**src/verilog/osaf_defs.svh**
```systemverilog
// constants of the oversampling average filter: timing, widths, register map
// assumes inclusion by bare name from the package, the filter module and the testbench files
`ifndef OSAF_DEFS_SVH
`define OSAF_DEFS_SVH

// ****************************************
// timing
// ****************************************
`define OSAF_CLK_PERIOD_NS     10
// one conversion slot at the 200 kSPS ceiling
`define OSAF_SAMPLE_PERIOD_NS  5000
// least time, so round up
`define OSAF_SAMPLE_PERIOD_CYC ((`OSAF_SAMPLE_PERIOD_NS + `OSAF_CLK_PERIOD_NS - 1) / `OSAF_CLK_PERIOD_NS)

// ****************************************
// widths
// ****************************************
`define OSAF_NUM_CH      4
`define OSAF_RES_W       16
`define OSAF_GROW_W      6
`define OSAF_ACC_W       22
`define OSAF_TAG_W       2
`define OSAF_WORD_W      18
`define OSAF_FIFO_DEPTH  4
`define OSAF_RATIO_W     3
`define OSAF_CNT_W       7
`define OSAF_TIMER_W     16
`define OSAF_ADDR_W      12

// ****************************************
// ratio codes
// ****************************************
`define OSAF_RATIO_NONE    3'h0
`define OSAF_RATIO_INVALID 3'h7

// ****************************************
// register map
// ****************************************
`define OSAF_ADDR_CTRL   12'h000
`define OSAF_ADDR_STATUS 12'h004
`define OSAF_ADDR_DATA   12'h008

`define OSAF_CTRL_RESET     32'h0000_0001
`define OSAF_CTRL_EN_BIT    0
`define OSAF_CTRL_OVR_BIT   1
`define OSAF_CTRL_RATIO_LSB 2
`define OSAF_CTRL_RATIO_MSB 4

`define OSAF_STAT_BUSY_BIT    0
`define OSAF_STAT_REFINT_BIT  1
`define OSAF_STAT_INVAL_BIT   2
`define OSAF_STAT_RATIO_LSB   3
`define OSAF_STAT_RATIO_MSB   5
`define OSAF_STAT_LEVEL_LSB   6
`define OSAF_STAT_LEVEL_MSB   8
`define OSAF_STAT_REFIN_BIT   9

`define OSAF_DATA_VALID_BIT   31

`endif

```
**src/verilog/osaf_pkg.sv**
```systemverilog
// types of the oversampling average filter
// assumes the constants header sits beside it
`include "osaf_defs.svh"

package osaf_pkg;

  // ****************************************
  // run sequencer states, one-hot
  // ****************************************
  typedef enum logic [3:0] {
    ST_IDLE = 4'h1,
    ST_CONV = 4'h2,
    ST_GAP  = 4'h4,
    ST_EMIT = 4'h8
  } osaf_state_t;

  typedef logic [`OSAF_ACC_W-1:0] osaf_acc_t;

endpackage

```
**src/verilog/osaf_fifo.sv**
```systemverilog
// small result buffer with valid/ready on both sides
// assumes one clock and a synchronous active-high reset
`timescale 1ns/1ns

module osaf_fifo #(
  parameter int WIDTH = 18,
  parameter int DEPTH = 4
) (
  // clock and reset
  input  wire logic                       clk,
  input  wire logic                       rst,
  // fill side
  input  wire logic                       inValid,
  output logic                            inReady,
  input  wire logic [WIDTH-1:0]           inData,
  // drain side
  output logic                            outValid,
  input  wire logic                       outReady,
  output logic      [WIDTH-1:0]           outData,
  // fill level
  output logic      [$clog2(DEPTH):0]     level
);

  localparam int AW = $clog2(DEPTH);

  logic [WIDTH-1:0] mem_r [DEPTH];
  logic [AW:0]      wrPtr_r;
  logic [AW:0]      rdPtr_r;
  logic             push;
  logic             pop;

  // ****************************************
  // flags
  // ****************************************
  // pointers carry one extra bit so full and empty stay distinct
  assign level    = wrPtr_r - rdPtr_r;
  assign inReady  = (level != (AW+1)'(DEPTH));
  assign outValid = (wrPtr_r != rdPtr_r);
  assign push     = inValid & inReady;
  assign pop      = outValid & outReady;
  assign outData  = mem_r[rdPtr_r[AW-1:0]];

  // ****************************************
  // storage and pointers
  // ****************************************
  always_ff @(posedge clk) begin
    if (push) begin
      mem_r[wrPtr_r[AW-1:0]] <= inData;
    end
  end

  always_ff @(posedge clk) begin
    if (rst) begin
      wrPtr_r <= '0;
    end else if (push) begin
      wrPtr_r <= wrPtr_r + (AW+1)'(1);
    end
  end

  always_ff @(posedge clk) begin
    if (rst) begin
      rdPtr_r <= '0;
    end else if (pop) begin
      rdPtr_r <= rdPtr_r + (AW+1)'(1);
    end
  end

endmodule

```
**src/verilog/osaf_oversample_filter.sv**
```systemverilog
// oversampling average filter: run sequencer, accumulators, result buffer, APB registers
// assumes a conversion core that answers each start with one done pulse carrying all channels
//
// The register offsets and the APB interface to the registers were decided locally.
`timescale 1ns/1ns
`include "osaf_defs.svh"

// Overview of operation
// - ratio code 000 means a single sample, 001 to 110 mean 2 to 64 samples, 111 is invalid.
// - each sample takes one full 200 kSPS slot, so per-channel throughput falls with the ratio.
// - the first sample of a run starts on the rising edge of the joined conversion-start inputs.
// - the remaining samples of a run are started by the internal sample timer alone.
// - all conversions of a run are summed per channel and the sum averaged.
// - each run yields exactly one 16-bit word per channel whatever the ratio.
// - reference select high drives the reference pin, low turns it into an input.
// - results are twos complement, the same format on every channel.
// - reset aborts any conversion or run and discards its data.
module osaf_oversample_filter (
  // clock and reset
  input  wire logic                                      clk,
  input  wire logic                                      rst,
  // apb slave
  input  wire logic                                      psel,
  input  wire logic                                      penable,
  input  wire logic                                      pwrite,
  input  wire logic [`OSAF_ADDR_W-1:0]                   paddr,
  input  wire logic [31:0]                               pwdata,
  output logic      [31:0]                               prdata,
  output logic                                           pready,
  output logic                                           pslverr,
  // host pins
  input  wire logic                                      sampleStartFirstHalf,
  input  wire logic                                      sampleStartSecondHalf,
  input  wire logic [`OSAF_RATIO_W-1:0]                  oversampleRatioSelect,
  input  wire logic                                      referenceSourceSelect,
  // reference pin
  input  wire logic                                      referenceIoIn,
  output logic                                           referenceIoOut,
  output logic                                           referenceIoOeN,
  // conversion core
  output logic                                           convStart,
  input  wire logic                                      convDone,
  input  wire logic [`OSAF_NUM_CH*`OSAF_RES_W-1:0]       convData
);

  // ****************************************
  // decoding helpers
  // ****************************************
  function automatic logic [`OSAF_RATIO_W-1:0] ratio_shift(input logic [`OSAF_RATIO_W-1:0] sel);
    // the invalid code falls back to a single sample
    ratio_shift = (sel == `OSAF_RATIO_INVALID) ? `OSAF_RATIO_NONE : sel;
  endfunction

  function automatic logic reg_is(input logic [`OSAF_ADDR_W-1:0] a, input logic [`OSAF_ADDR_W-1:0] off);
    reg_is = (a == off);
  endfunction

  // ****************************************
  // declarations
  // ****************************************
  osaf_pkg::osaf_state_t             state_r;
  osaf_pkg::osaf_state_t             state_nxt;
  logic [31:0]                       ctrl_r;
  logic [31:0]                       prdata_r;
  logic [`OSAF_RATIO_W-1:0]          shift_r;
  logic [`OSAF_CNT_W-1:0]            sampCnt_r;
  logic [`OSAF_TIMER_W-1:0]          timer_r;
  logic [`OSAF_TAG_W-1:0]            chIdx_r;
  logic                              startPrev_r;
  logic                              refInternal_r;
  osaf_pkg::osaf_acc_t               acc_r [`OSAF_NUM_CH];
  logic [`OSAF_RES_W-1:0]            avg [`OSAF_NUM_CH];
  logic                              startLevel;
  logic                              startRise;
  logic                              timerDone;
  logic                              lastSample;
  logic [`OSAF_RATIO_W-1:0]          effSel;
  logic [`OSAF_CNT_W-1:0]            runLen;
  logic                              ctrlEn;
  logic                              setupPhase;
  logic                              accessPhase;
  logic                              mapped;
  logic                              fifoInValid;
  logic                              fifoInReady;
  logic [`OSAF_WORD_W-1:0]           fifoInData;
  logic                              fifoOutValid;
  logic                              fifoOutReady;
  logic [`OSAF_WORD_W-1:0]           fifoOutData;
  logic [$clog2(`OSAF_FIFO_DEPTH):0] fifoLevel;

  // ****************************************
  // start edge and ratio selection
  // ****************************************
  // both halves must be high: a lone half cannot open a run
  assign startLevel = sampleStartFirstHalf & sampleStartSecondHalf;
  assign startRise  = startLevel & ~startPrev_r;
  assign ctrlEn     = ctrl_r[`OSAF_CTRL_EN_BIT];
  assign effSel     = ctrl_r[`OSAF_CTRL_OVR_BIT] ? ctrl_r[`OSAF_CTRL_RATIO_MSB:`OSAF_CTRL_RATIO_LSB]
                                                 : oversampleRatioSelect;
  assign runLen     = `OSAF_CNT_W'(1) << shift_r;
  assign lastSample = (sampCnt_r + `OSAF_CNT_W'(1)) == runLen;
  assign timerDone  = (timer_r == '0);

  always_ff @(posedge clk) begin
    if (rst) begin
      startPrev_r <= 1'b0;
    end else begin
      startPrev_r <= startLevel;
    end
  end

  // ****************************************
  // sequencer
  // ****************************************
  // an edge that arrives before the slot has elapsed is dropped, which caps throughput
  always_comb begin
    state_nxt = state_r;
    convStart = 1'b0;
    unique case (state_r)
      osaf_pkg::ST_IDLE: begin
        if (startRise && ctrlEn && timerDone) begin
          convStart = 1'b1;
          state_nxt = osaf_pkg::ST_CONV;
        end
      end
      osaf_pkg::ST_CONV: begin
        if (convDone) begin
          state_nxt = lastSample ? osaf_pkg::ST_EMIT : osaf_pkg::ST_GAP;
        end
      end
      osaf_pkg::ST_GAP: begin
        if (timerDone) begin
          convStart = 1'b1;
          state_nxt = osaf_pkg::ST_CONV;
        end
      end
      osaf_pkg::ST_EMIT: begin
        if (fifoInReady && chIdx_r == `OSAF_TAG_W'(`OSAF_NUM_CH - 1)) begin
          state_nxt = osaf_pkg::ST_IDLE;
        end
      end
      default: begin
        state_nxt = osaf_pkg::ST_IDLE;
      end
    endcase
  end

  always_ff @(posedge clk) begin
    if (rst) begin
      state_r <= osaf_pkg::ST_IDLE;
    end else begin
      state_r <= state_nxt;
    end
  end

  // sample slot timer, reloaded at every start
  always_ff @(posedge clk) begin
    if (rst) begin
      timer_r <= '0;
    end else if (convStart) begin
      timer_r <= `OSAF_TIMER_W'(`OSAF_SAMPLE_PERIOD_CYC - 1);
    end else if (!timerDone) begin
      timer_r <= timer_r - `OSAF_TIMER_W'(1);
    end
  end

  // ratio latched per run so a pin change mid-run cannot skew the average
  always_ff @(posedge clk) begin
    if (rst) begin
      shift_r <= `OSAF_RATIO_NONE;
    end else if (state_r == osaf_pkg::ST_IDLE && convStart) begin
      shift_r <= ratio_shift(effSel);
    end
  end

  always_ff @(posedge clk) begin
    if (rst) begin
      sampCnt_r <= '0;
    end else if (state_r == osaf_pkg::ST_IDLE) begin
      sampCnt_r <= '0;
    end else if (state_r == osaf_pkg::ST_CONV && convDone) begin
      sampCnt_r <= sampCnt_r + `OSAF_CNT_W'(1);
    end
  end

  // ****************************************
  // accumulate and average
  // ****************************************
  genvar ch;
  generate
    for (ch = 0; ch < `OSAF_NUM_CH; ch++) begin : g_ch
      logic [`OSAF_RES_W-1:0] sample;
      osaf_pkg::osaf_acc_t    shifted;
      assign sample  = convData[ch*`OSAF_RES_W +: `OSAF_RES_W];
      assign shifted = $signed(acc_r[ch]) >>> shift_r;
      // arithmetic shift keeps the sign, so the word stays twos complement
      assign avg[ch] = shifted[`OSAF_RES_W-1:0];

      always_ff @(posedge clk) begin
        if (rst) begin
          acc_r[ch] <= '0;
        end else if (state_r == osaf_pkg::ST_IDLE) begin
          acc_r[ch] <= '0;
        end else if (state_r == osaf_pkg::ST_CONV && convDone) begin
          acc_r[ch] <= acc_r[ch] + {{`OSAF_GROW_W{sample[`OSAF_RES_W-1]}}, sample};
        end
      end
    end
  endgenerate

  // ****************************************
  // emit one word per channel
  // ****************************************
  assign fifoInValid = (state_r == osaf_pkg::ST_EMIT);
  assign fifoInData  = {chIdx_r, avg[chIdx_r]};

  // a full buffer stalls the sequencer here, so no word is lost
  always_ff @(posedge clk) begin
    if (rst) begin
      chIdx_r <= '0;
    end else if (state_r != osaf_pkg::ST_EMIT) begin
      chIdx_r <= '0;
    end else if (fifoInReady) begin
      chIdx_r <= chIdx_r + `OSAF_TAG_W'(1);
    end
  end

  osaf_fifo #(
    .WIDTH (`OSAF_WORD_W),
    .DEPTH (`OSAF_FIFO_DEPTH)
  ) u_fifo (
    .clk      (clk),
    .rst      (rst),
    .inValid  (fifoInValid),
    .inReady  (fifoInReady),
    .inData   (fifoInData),
    .outValid (fifoOutValid),
    .outReady (fifoOutReady),
    .outData  (fifoOutData),
    .level    (fifoLevel)
  );

  // ****************************************
  // reference pin
  // ****************************************
  always_ff @(posedge clk) begin
    if (rst) begin
      refInternal_r <= 1'b0;
    end else begin
      refInternal_r <= referenceSourceSelect;
    end
  end

  // enable is low while the internal reference drives the pin
  assign referenceIoOut = refInternal_r;
  assign referenceIoOeN = ~refInternal_r;

  // ****************************************
  // apb slave
  // ****************************************
  assign setupPhase   = psel & ~penable;
  assign accessPhase  = psel & penable;
  assign mapped       = reg_is(paddr, `OSAF_ADDR_CTRL) | reg_is(paddr, `OSAF_ADDR_STATUS)
                      | reg_is(paddr, `OSAF_ADDR_DATA);
  assign pready       = 1'b1;
  assign pslverr      = accessPhase & ~mapped;
  assign prdata       = prdata_r;
  // pops only the word shown at setup, so a push between the two phases is never lost
  assign fifoOutReady = accessPhase & ~pwrite & reg_is(paddr, `OSAF_ADDR_DATA) & prdata_r[`OSAF_DATA_VALID_BIT];

  always_ff @(posedge clk) begin
    if (rst) begin
      ctrl_r <= `OSAF_CTRL_RESET;
    end else if (accessPhase && pwrite && reg_is(paddr, `OSAF_ADDR_CTRL)) begin
      ctrl_r <= 32'(pwdata[`OSAF_CTRL_RATIO_MSB:0]);
    end
  end

  // read data captured in the setup cycle, stable through the access cycle
  always_ff @(posedge clk) begin
    if (rst) begin
      prdata_r <= '0;
    end else if (setupPhase) begin
      prdata_r <= '0;
      if (reg_is(paddr, `OSAF_ADDR_CTRL)) begin
        prdata_r <= ctrl_r;
      end else if (reg_is(paddr, `OSAF_ADDR_STATUS)) begin
        prdata_r[`OSAF_STAT_BUSY_BIT]                           <= (state_r != osaf_pkg::ST_IDLE);
        prdata_r[`OSAF_STAT_REFINT_BIT]                         <= refInternal_r;
        prdata_r[`OSAF_STAT_INVAL_BIT]                          <= (effSel == `OSAF_RATIO_INVALID);
        prdata_r[`OSAF_STAT_RATIO_MSB:`OSAF_STAT_RATIO_LSB]     <= ratio_shift(effSel);
        prdata_r[`OSAF_STAT_LEVEL_MSB:`OSAF_STAT_LEVEL_LSB]     <= fifoLevel;
        prdata_r[`OSAF_STAT_REFIN_BIT]                          <= referenceIoIn;
      end else if (reg_is(paddr, `OSAF_ADDR_DATA)) begin
        prdata_r[`OSAF_DATA_VALID_BIT]   <= fifoOutValid;
        prdata_r[`OSAF_WORD_W-1:0]       <= fifoOutData;
      end
    end
  end

endmodule

```
**config.mk**
```make
export PLATFORM = sky130hd
export DESIGN_NAME = osaf_oversample_filter
export DESIGN_NICKNAME = d
export VERILOG_FILES = /design/src/verilog/osaf_pkg.sv /design/src/verilog/osaf_fifo.sv /design/src/verilog/osaf_oversample_filter.sv
export VERILOG_INCLUDE_DIRS = /design/src /design/src/verilog
export SDC_FILE = /design/constraint.sdc
export NUM_CORES = 1
export LEC_CHECK = 0
export ABC_AREA = 1
export BUFFER_PORTS_ARGS = -buffer_cell sky130_fd_sc_hd__buf_4
export CORE_UTILIZATION = 35
export CTS_CLUSTER_DIAMETER = 60
export DETAILED_ROUTE_END_ITERATION = 7
export PLACE_DENSITY_LB_ADDON = 0.1
export SETUP_SLACK_MARGIN = 0.2
export SLEW_MARGIN = 20
export SYNTH_ARGS = -nofsm -noshare
export SYNTH_HDL_FRONTEND = slang
export SYNTH_SLANG_ARGS = --single-unit
export TNS_END_PERCENT = 100
```
**constraint.sdc**
```tcl
create_clock -name clk -period 4.8 [get_ports clk]
set_input_delay 0.24 -clock clk [delete_from_list [all_inputs] [get_ports clk]]
set_output_delay 0.24 -clock clk [all_outputs]
set_load 0.005 [all_outputs]
```
Yosys cells after proc, flatten, opt, wreduce, memory -nomap -nowiden

Memory sizes are Yosys's and may differ from the RTL's. A register that Yosys moved wholly into a read port is not among the register bits.
Cells that the tools add are included.

Bitwise operators: 26
Equal/unequal tests: 18
Mux-type cells: 44
Order comparisons: 1
Add/subtract/negate cells: 10
Reductions and logical operators: 13
Shift operators: 5

Operators by type and width:

| kind                                                  | number |
|---|---|
| two-way mux 22 bit                                    | 8 |
| adder 22 bit                                          | 4 |
| >>> shifter 22 x 3 -> 16 bit                          | 4 |
| two-way mux 18 bit                                    | 2 |
| binary-select mux 16 bit (select 2 bit)               | 1 |
| two-way mux 16 bit                                    | 2 |
| two-way mux 4 bit                                     | 5 |
| two-way mux 9 bit                                     | 2 |
| logical NOT 16 bit                                    | 1 |
| two-way mux 1 bit                                     | 16 |
| one-hot mux 4 bit (4 select lines)                    | 1 |
| subtractor 16 x 1 -> 16 bit (second input constant)   | 1 |
| equality test 12 x 3 -> 1 bit (second input constant) | 1 |
| equality test 12 x 4 -> 1 bit (second input constant) | 1 |
| logical NOT 12 bit                                    | 1 |
| AND 1 bit                                             | 10 |
| two-way mux 10 bit                                    | 1 |
| != test 2 bit (second input constant)                 | 5 |
| OR 1 bit                                              | 10 |
| two-way mux 8 bit                                     | 1 |
| adder 7 x 1 -> 7 bit (second input constant)          | 1 |
| equality test 7 bit                                   | 1 |
| logical AND 1 bit                                     | 7 |
| left shift 1 x 3 -> 7 bit (first input constant)      | 1 |
| other kinds (21)                                      | 30 |

Bits of input ports: 121
Output and inout bits: 37
RAM bits: 160
Bits in registers: 77
Word-level logic and storage cells: 131
Memories: 2

Memory list:

| memory       | words | width | rd ports | clocked after memory_dff | write ports | line                         | RTL |
|---|---|---|---|---|---|---|---|
| acc_r        | 4     | 22    | 4        | 0                        | 4           | osaf_oversample_filter.sv:71 | `` osaf_pkg::osaf_acc_t acc_r [`OSAF_NUM_CH]; `` |
| u_fifo.mem_r | 4     | 18    | 1        | 1                        | 1           | osaf_fifo.sv:26              | `logic [WIDTH-1:0] mem_r [DEPTH];` |

Depth between registers and ports, before layout

Gate-level depths: netlist of the first run.

Word-level depth: 7
Gate-level depth with buffers: 15

Modules after synthesis

Synthesis of the first run repeated with hierarchy kept, for this count alone.

Cell total of the unflattened synthesis: 2448
Area total of the unflattened synthesis: 17088.9 µm²

By module, submodules not included:

| module                 | cells an instance | sequential area each (µm²) | area each (µm²) | instances |
|---|---|---|---|---|
| osaf_oversample_filter | 2202              | 3803.6                     | 13879.6         | 1 |
| osaf_fifo              | 246               | 2322.2                     | 3209.3          | 1 |

Worst setup path after synthesis of the first run

OpenSTA, ideal clock, no wires.

Kind: reg-to-reg
Start point: register state_r[2]
End point: memory acc_r[0][0] (netlist bit), enable pin
Slack: 1435 ps
Cell stages (with the launch flop): 7
Setup time: 868 ps
Required time: 3932 ps
Arrival time: 2498 ps
Cells stage by stage: dfxtp_1 > inv_1 > nand4_1 > nor2_2 > nand2_2 > clkbuf_1 > nand3_1

RTL lines:

| item                     | line                          | RTL |
|---|---|---|
| start: declaration       | osaf_oversample_filter.sv:61  | `osaf_pkg::osaf_state_t state_r;` |
| start signal: assignment | osaf_oversample_filter.sv:150 | `state_r <= osaf_pkg::ST_IDLE;` |
| start signal: assignment | osaf_oversample_filter.sv:152 | `state_r <= state_nxt;` |
| end: declaration         | osaf_oversample_filter.sv:71  |  |

Worst setup path after layout of the first run

Start point: register shift_r[0]
End point: memory u_fifo.mem_r[3][9] (data pin)

Longest elaborated chain between the ends: 4

Ends and longest elaborated chain:

| item                                                    | line                          | RTL |
|---|---|---|
| start: declaration                                      | osaf_oversample_filter.sv:65  | `` logic [`OSAF_RATIO_W-1:0] shift_r; `` |
| start signal: assignment                                | osaf_oversample_filter.sv:170 | `` shift_r <= `OSAF_RATIO_NONE; `` |
| start signal: assignment                                | osaf_oversample_filter.sv:172 | `shift_r <= ratio_shift(effSel);` |
| >>> shifter 22 x 3 -> 16 bit                            | osaf_oversample_filter.sv:195 | `assign shifted = $signed(acc_r[ch]) >>> shift_r;` |
| binary-select mux 16 bit (select 2 bit) *               | osaf_oversample_filter.sv:215 | `assign fifoInData = {chIdx_r, avg[chIdx_r]};` |
| two-way mux 16 bit (not written as such) * (2 in a row) | osaf_oversample_filter.sv:215 |  |
| via fifoInData[9]                                       | osaf_oversample_filter.sv:85  | `` logic [`OSAF_WORD_W-1:0] fifoInData; `` |
| end: declaration                                        | osaf_fifo.sv:26               |  |

The timed path passes the listed nets; every way through them passes the cells marked *. The select of a mux whose other input is x is not followed.

==> results of run 1 <==
logic make-up after synthesis:
group                    count (synthesis)  share of synthesized area (%)
XOR/XNOR                                22                           1.17
AO/OA/AOI/OAI                          544                           17.7
multiplexers                             5                          0.291
AND/OR/NAND/NOR                       1216                           29.9
adder cells (fa/ha/maj)                100                           7.50
flip-flops                             226                           35.6
buffers and inverters                  288                           7.75
other                                    2                         0.0437
cell usage after synthesis, drive strengths merged, types with 5 or more instances:
master  number
a21oi      231
a22oi        9
and2        12
buf         73
clkbuf      27
dfxtp       66
edfxtp     160
fa           5
ha          95
inv        186
mux2i        5
nand2      674
nand3      173
nand3b       5
nand4       22
nor2       272
nor3        27
nor4         8
o211ai      37
o21a        21
o21ai      209
o22ai       22
or2         17
xnor2        9
xor2        13
metrics by stage:
step | setup WS, ns | cell area (sq um) | hold WS [ns] | cells
after floorplan | 1.43 | 17200 | 0.347 | 2415
after global placement | 2.03 | 18400 | 0.449 | 3063
after detailed placement | 1.95 | 18400 | 0.457 | 3063
after CTS | 1.92 | 19800 | 0.0328 | 3135
after global routing | 1.68 | 19800 | 0.0786 | 3135
final | 1.88 | 19800 | 0.0538 | 3135
report_power, final:
part,switching (mW),internal [mW],leakage (nW)
Sequential,0.181,2.29,2.28
Combinational,1.28,0.676,6.03
Clock,1.00,1.82,0.634
Total,2.47,4.78,8.94
how the worst max path moves through the flow:
stage               startpoint            endpoint  cells after the start
CTS                 shift_r[0]  u_fifo.mem_r[3][9]                     10
detailed placement  shift_r[0]  u_fifo.mem_r[3][9]                     10
global route        shift_r[0]  u_fifo.mem_r[0][9]                      9
finish              shift_r[0]  u_fifo.mem_r[3][9]                     10
floorplan           state_r[2]         acc_r[0][0]                      6
global placement           rst        acc_r[3][12]                      5
layout make-up:
| type | instances | area [sq um] |
|---|---|---|
| tap | 615 | 769 |
| clock buffer | 40 | 956 |
| multi-input combinational | 1901 | 9780 |
| clock inverter | 24 | 337 |
| sequential | 226 | 6130 |
| timing repair buffer | 141 | 1080 |
| inverter | 188 | 716 |
| fill | 5025 | 28300 |
worst max-delay path, cell delays in order, from the launching register on:
cell and delay (ns):
dfxtp_2 0.85, buf_4 0.47, or2_1 0.17, o21ai_2 0.06, nand2_1 0.07, o21ai_0 0.12, nand2_1 0.10, nand2_1 0.07
nand2_1 0.08, nor2_1 0.04, a21oi_1 0.56
metal layers:
metal / up-vias / track usage, % / wire length [um]
met5: - / 0 / 0
met2: 346 / 34.4 / 23900
li1: 8346 / - / -
met4: 0 / 6.21 / 1090
met1: 7453 / 27.8 / 24100
met3: 72 / 2.39 / 2100
state kept, by name (all words and copies together), names as in the netlist, named ones only:
signal / cells
acc_r: 88
chIdx_r: 2
ctrl_r: 5
prdata: 19
referenceIoOut: 1
sampCnt_r: 7
shift_r: 3
startPrev_r: 1
state_r: 4
timer_r: 16
u_fifo.mem_r: 72
u_fifo.rdPtr_r: 3
u_fifo.wrPtr_r: 3
==> run summary, run 1 <==
Hold endpoint -> prdata[9]
Synth area leader -> edfxtp_1
Worst-Skew Late Latency -> 0.55 ns
Worst-path maximum fanout -> 43
Worst-path clk slew -> 0.06 ns
Worst hold path depth -> 5
Rel. slew slack -> 31.3%
R2R cell count -> 10
Row Count -> 80
Final core occ -> 41.2%
Antenna-violating nets left -> 0
Post-Syn Instances -> 2403
Critical Path End Type -> flip-flop
CTS-repair resized insts -> 0
Clock root cell -> clkbuf_16
Tot Pwr -> 7.25 mW
Synth top area share -> 28.0%
Final WL -> 51100 um
Ports -> 158
Commonest cells after routing, fill and taps aside -> nand2_1, nor2_1, a21oi_1
Async SR Flop Fraction -> 0%
Dpl hpwl -> 37900 um
Via density -> 5.17
Vias -> 16200
Setup TNS -> 0 ns
CP required -> 5.05 ns
Startpoint types -> flip-flop
Max Slew Vio Count -> 0
Number of synthesized flops with an enable pin -> 160
Largest net degree at the start of global routing -> 72
Antenna violations before repair -> 0
N_diodes -> 0
Commonest non-fill, non-tap cell in the layout -> nand2_1
Syn-to-layout area delta -> 15.1%
Max Cap Violations -> 0
Max Fclk -> 342 MHz
Critical path arrival -> 3.18 ns
Ys flop type -> edfxtp_1
Core Region -> 48000 sq um
Post-CTS Hold Buffers -> 8
CTS tree -> built
Period utilization -> 60.9%
Post-CTS Setup Bufs -> 0
#FFs+latches synth -> 226
Die width -> 224 um
Reg2Reg Setup Slack -> 1.88 ns
DR WL/cell -> 16.3 um
RSZ-0062 raised after global routing -> no
Port Buf Inserts -> 116
Capturing point of the worst reg2reg path -> u_fifo.mem_r[3][9]
Sequential element share of the synthesized area -> 35.6%
Worst-case vdd ir drop -> 0.279 mV
Vias in the first global route -> 15500
Clock Tree Buf Depth -> 3
Worst Path Class, Setup -> reg -> reg
Post-Synthesis Cell Area -> 17200 sq um
Final Hold Viols -> 0
Reg2reg start -> shift_r[0]
Global route overflow -> 0
# DRC -> 0
Period minus WS final -> 2.92 ns
Leak -> 8.94 nW
Initial drt markers -> 1082
Hold Path Origin -> referenceIoIn
Routability cong. -> 0.917
Pwr per Cell Area -> 367 nW/um^2
Status -> finished clean
Starting Density -> 35.8%
H-tree level count -> 2
Syn Area/Cell -> 7.15 sq um
TritonCTS buffer count -> 35
Drt pass-1 iters -> 6
Yosys cell types -> 60
Worst Max-Slew Pin Slew -> 1.02 ns
Nets -> 2714
Total track usage -> 20.6%
Layout cells sized above 1 -> 10.4%
Area contributors post-synth -> edfxtp_1, nand2_1, dfxtp_1, ha_1, a21oi_1
Setup-failing EPs final -> 0
HP Class -> in -> reg
Syn. warnings -> 0
CTS sink count -> 226
Die H -> 224 um
DIE AREA -> 50000 sq um
Clock skew -> 0.0205 ns
Global-route wire length before repair -> 82800 um
(Power assumes the default switching activity.)
==> run 2: changes to the inputs <==
--- a/config.mk
+++ b/config.mk
@@ -6,7 +6,7 @@
 export SDC_FILE = /design/constraint.sdc
 export NUM_CORES = 1
 export LEC_CHECK = 0
-export ABC_AREA = 1
+export ABC_AREA = 0
 export BUFFER_PORTS_ARGS = -buffer_cell sky130_fd_sc_hd__buf_4
 export CORE_UTILIZATION = 35
 export CTS_CLUSTER_DIAMETER = 60
==> constraint.sdc (replaced) <==
create_clock -name clk -period 3 [get_ports clk]
set_input_delay 0.15 -clock clk [delete_from_list [all_inputs] [get_ports clk]]
set_output_delay 0.15 -clock clk [all_outputs]
set_load 0.005 [all_outputs]
==> run 2 against run 1 <==
Compared with the run above:
- area after synthesis decreased by 9.3%
- critical path type unchanged
- clock power increased by 40%
- clock skew increased by 0.0079 ns
- flip-flop and latch count unchanged
- core utilization increased by 1.7 points
- sequential power increased by 100%
- critical endpoint is now u_fifo.mem_r[2][10]
- register-to-register slack got worse by 1.5 ns
- global-route usage decreased by 2.3 points
- power increased by 110%
==> run summary, run 2 <==
Status -> finished clean
Max Fclk -> 382 MHz
Layout cells sized above 1 -> 19.7%
Top cells by count, synth -> edfxtp_1, nor2_1, a21oi_1, ha_1, nand2_1
Syn Area/Cell -> 10.5 sq um
Core Region -> 43500 sq um
Initial drt markers -> 694
Area contributors post-synth -> edfxtp_1, mux4_2, dfxtp_1, ha_1, nor2_1
Leak -> 7.45 nW
Period minus WS final -> 2.62 ns
Setup TNS -> 0 ns
# fillers -> 4206
Starting Density -> 35.9%
Die H -> 213 um
RSZ-0062 raised after global routing -> no
Post-Synthesis Cell Area -> 15600 sq um
Worst-path clk slew -> 0.06 ns
Final WL -> 41000 um
Routability cong. -> 0.826
Worst-case vdd ir drop -> 0.460 mV
Critical Path End Type -> flip-flop
Rel. slew slack -> 49.0%
CTS sink count -> 226
Sequential element share of the synthesized area -> 39.3%
Logic depth of the worst path, buffers included -> 4
Vias -> 11900
Largest delay contributor family on the critical path -> multiplexers
Worst-Skew Late Latency -> 0.54 ns
Ports -> 158
Setup-failing EPs final -> 0
Post-Syn Instances -> 1482
Global-route wire length before repair -> 64100 um
Die width -> 213 um
Worst Path Class, Setup -> reg -> reg
CP max stage delay -> 0.55 ns
R2R cell count -> 4
Syn. warnings -> 0
Reg2Reg Setup Slack -> 0.38 ns
Max FFs per register -> 88
Port Buf Inserts -> 116
Async SR Flop Fraction -> 0%
# DRC -> 0
Largest net degree at the start of global routing -> 49
Most frequent cell after synthesis -> edfxtp_1
Antenna violations before repair -> 0
Finished Cell Area -> 18600 sq um
Yosys cell types -> 73
Syn-to-layout area delta -> 19.5%
Pwr per Cell Area -> 819 nW/um^2
Synth area leader -> edfxtp_1
Critical path's slowest cell -> mux4_2
CP required -> 3.25 ns
Period utilization -> 87.3%
Reg2reg start -> shift_r[1]
Worst path most repeated cell -> mux4_2
Clock root cell -> clkbuf_16
Worst Setup EP -> u_fifo.mem_r[2][10]
#FFs+latches synth -> 226
Synth top area share -> 30.8%
Antenna-violating nets left -> 0
Row Count -> 76
DR WL/cell -> 18.3 um
Global route overflow -> 0
CP startpoint -> shift_r[1]
Dpl hpwl -> 30300 um
Number of synthesized flops with an enable pin -> 160
Commonest cells after routing, fill and taps aside -> edfxtp_1, nor2_1, buf_4
Worst-path maximum fanout -> 48
Max Slew Vio Count -> 0
Critical path arrival -> 2.87 ns
Via density -> 5.30
Area of placed instances -> 17300 sq um
Total track usage -> 18.3%
CTS tree -> built
Clock Tree Buf Depth -> 3
Largest Register -> acc_r
Ys flop type -> edfxtp_1
Nets -> 1847
Crit path cell chain -> buf_12 > mux2_1 > mux4_2 > mux4_2
H-tree level count -> 2
Max Cap Violations -> 0
Commonest non-fill, non-tap cell in the layout -> edfxtp_1
TritonCTS buffer count -> 34
Capturing point of the worst reg2reg path -> u_fifo.mem_r[2][10]
CP Buf/Inv Count -> 1
HP Class -> in -> reg
Vias in the first global route -> 11500
DIE AREA -> 45400 sq um
Drt pass-1 iters -> 5
Final Hold Viols -> 0
Worst Max-Slew Pin Slew -> 0.765 ns
N_diodes -> 0
Startpoint types -> flip-flop
Clock skew -> 0.0284 ns
run 2: changes by cell type in the layout (fill, tap and decap cells not counted), sizes merged, moves of 67 or more:
cell / before / now
a21oi: 231 / 113
nor2: 272 / 152
mux4: 0 / 67
inv: 188 / 49
nand2: 674 / 75
nand3: 173 / 37
o21ai: 209 / 70
run 2: worst min-delay path by stage:
stage	startpoint	end	slack (ns)	cells past startpoint
final	paddr[2]	prdata[31]	0.04	5
after floorplan	referenceSourceSelect	referenceIoOut	0.28	1
after CTS	paddr[2]	prdata[31]	0.003	5
after detailed placement	referenceSourceSelect	referenceIoOut	0.37	2
after global routing	convData[48]	acc_r[3][0]	0.04	3
after global placement	referenceSourceSelect	referenceIoOut	0.37	2
run 2: area by class of cell:
| type | count | area, sq um | share of cell area [%] |
|---|---|---|---|
| Sequential cell | 226 | 6130 | 32.9 |
| Inverter | 45 | 169 | 0.907 |
| Multi-Input combinational cell | 1144 | 8990 | 48.3 |
| Tap cell | 585 | 732 | 3.93 |
| Clock inverter | 20 | 190 | 1.02 |
| Clock buffer | 42 | 933 | 5.01 |
| Timing Repair Buffer | 175 | 1470 | 7.90 |
run 2: timing repair:
item                                    4_1_cts  5_1_grt
setup buffers                                 0        2
resized for setup                             0       18
hold buffers                                 13        0
endpoints found under the setup margin        1       39
endpoints found under the hold margin        13        0
pin swaps                                     1        2
run 2: metrics by stage:
| step | std cells | hold WS [ns] | power (mW) | utilization, % | setup slack [ns] |
|---|---|---|---|---|---|
| after CTS | 2235 | 0.00317 | 15.3 | 42.7 | 0.215 |
| after global routing | 2237 | 0.0430 | 16.3 | 42.8 | 0.204 |
| after global placement | 2160 | 0.374 | 11.2 | 39.8 | 0.227 |
| final | 2237 | 0.0410 | 15.3 | 42.8 | 0.381 |
| after floorplan | 1494 | 0.278 | 9.36 | - | 0.367 |
| after detailed placement | 2160 | 0.371 | 11.2 | 39.8 | 0.202 |
run 2: routing by layer:
layer | vias to the layer above | track usage (%) | wire length [um] | part of all wire [%]
met5 | - | 0 | 0 | 0
met4 | 0 | 6.20 | 946 | 2.3
met3 | 51 | 2.56 | 1440 | 3.5
met2 | 226 | 29.5 | 18900 | 46
met1 | 5685 | 25.1 | 19700 | 48
li1 | 5901 | - | - | -
run 2: kinds of logic (layout without fill, tap and decap cells):
| group | count (synthesis) | after routing | share of synthesized area, % |
|---|---|---|---|
| multiplexers | 164 | 164 | 16.4 |
| adder cells (fa/ha/maj) | 100 | 100 | 8.27 |
| other | 2 | 14 | 0.0482 |
| XOR/XNOR | 74 | 74 | 4.16 |
| flip-flops | 226 | 226 | 39.3 |
| AND/OR/NAND/NOR | 447 | 447 | 14.0 |
| AO/OA/AOI/OAI | 345 | 345 | 14.1 |
| buffers and inverters | 124 | 282 | 3.71 |
run 2: worst min-delay path, stage by stage:
cell,delay [ns]
buf_4,0.10
nand2b_1,0.12
a311oi_1,0.06
nand2_1,0.05
a21oi_1,0.05
run 2: where the power goes:
part	switching [mW]	internal, mW	total [mW]
registers	0.748	4.25	5.00
clock network	1.55	2.41	3.96
logic	3.48	2.80	6.29
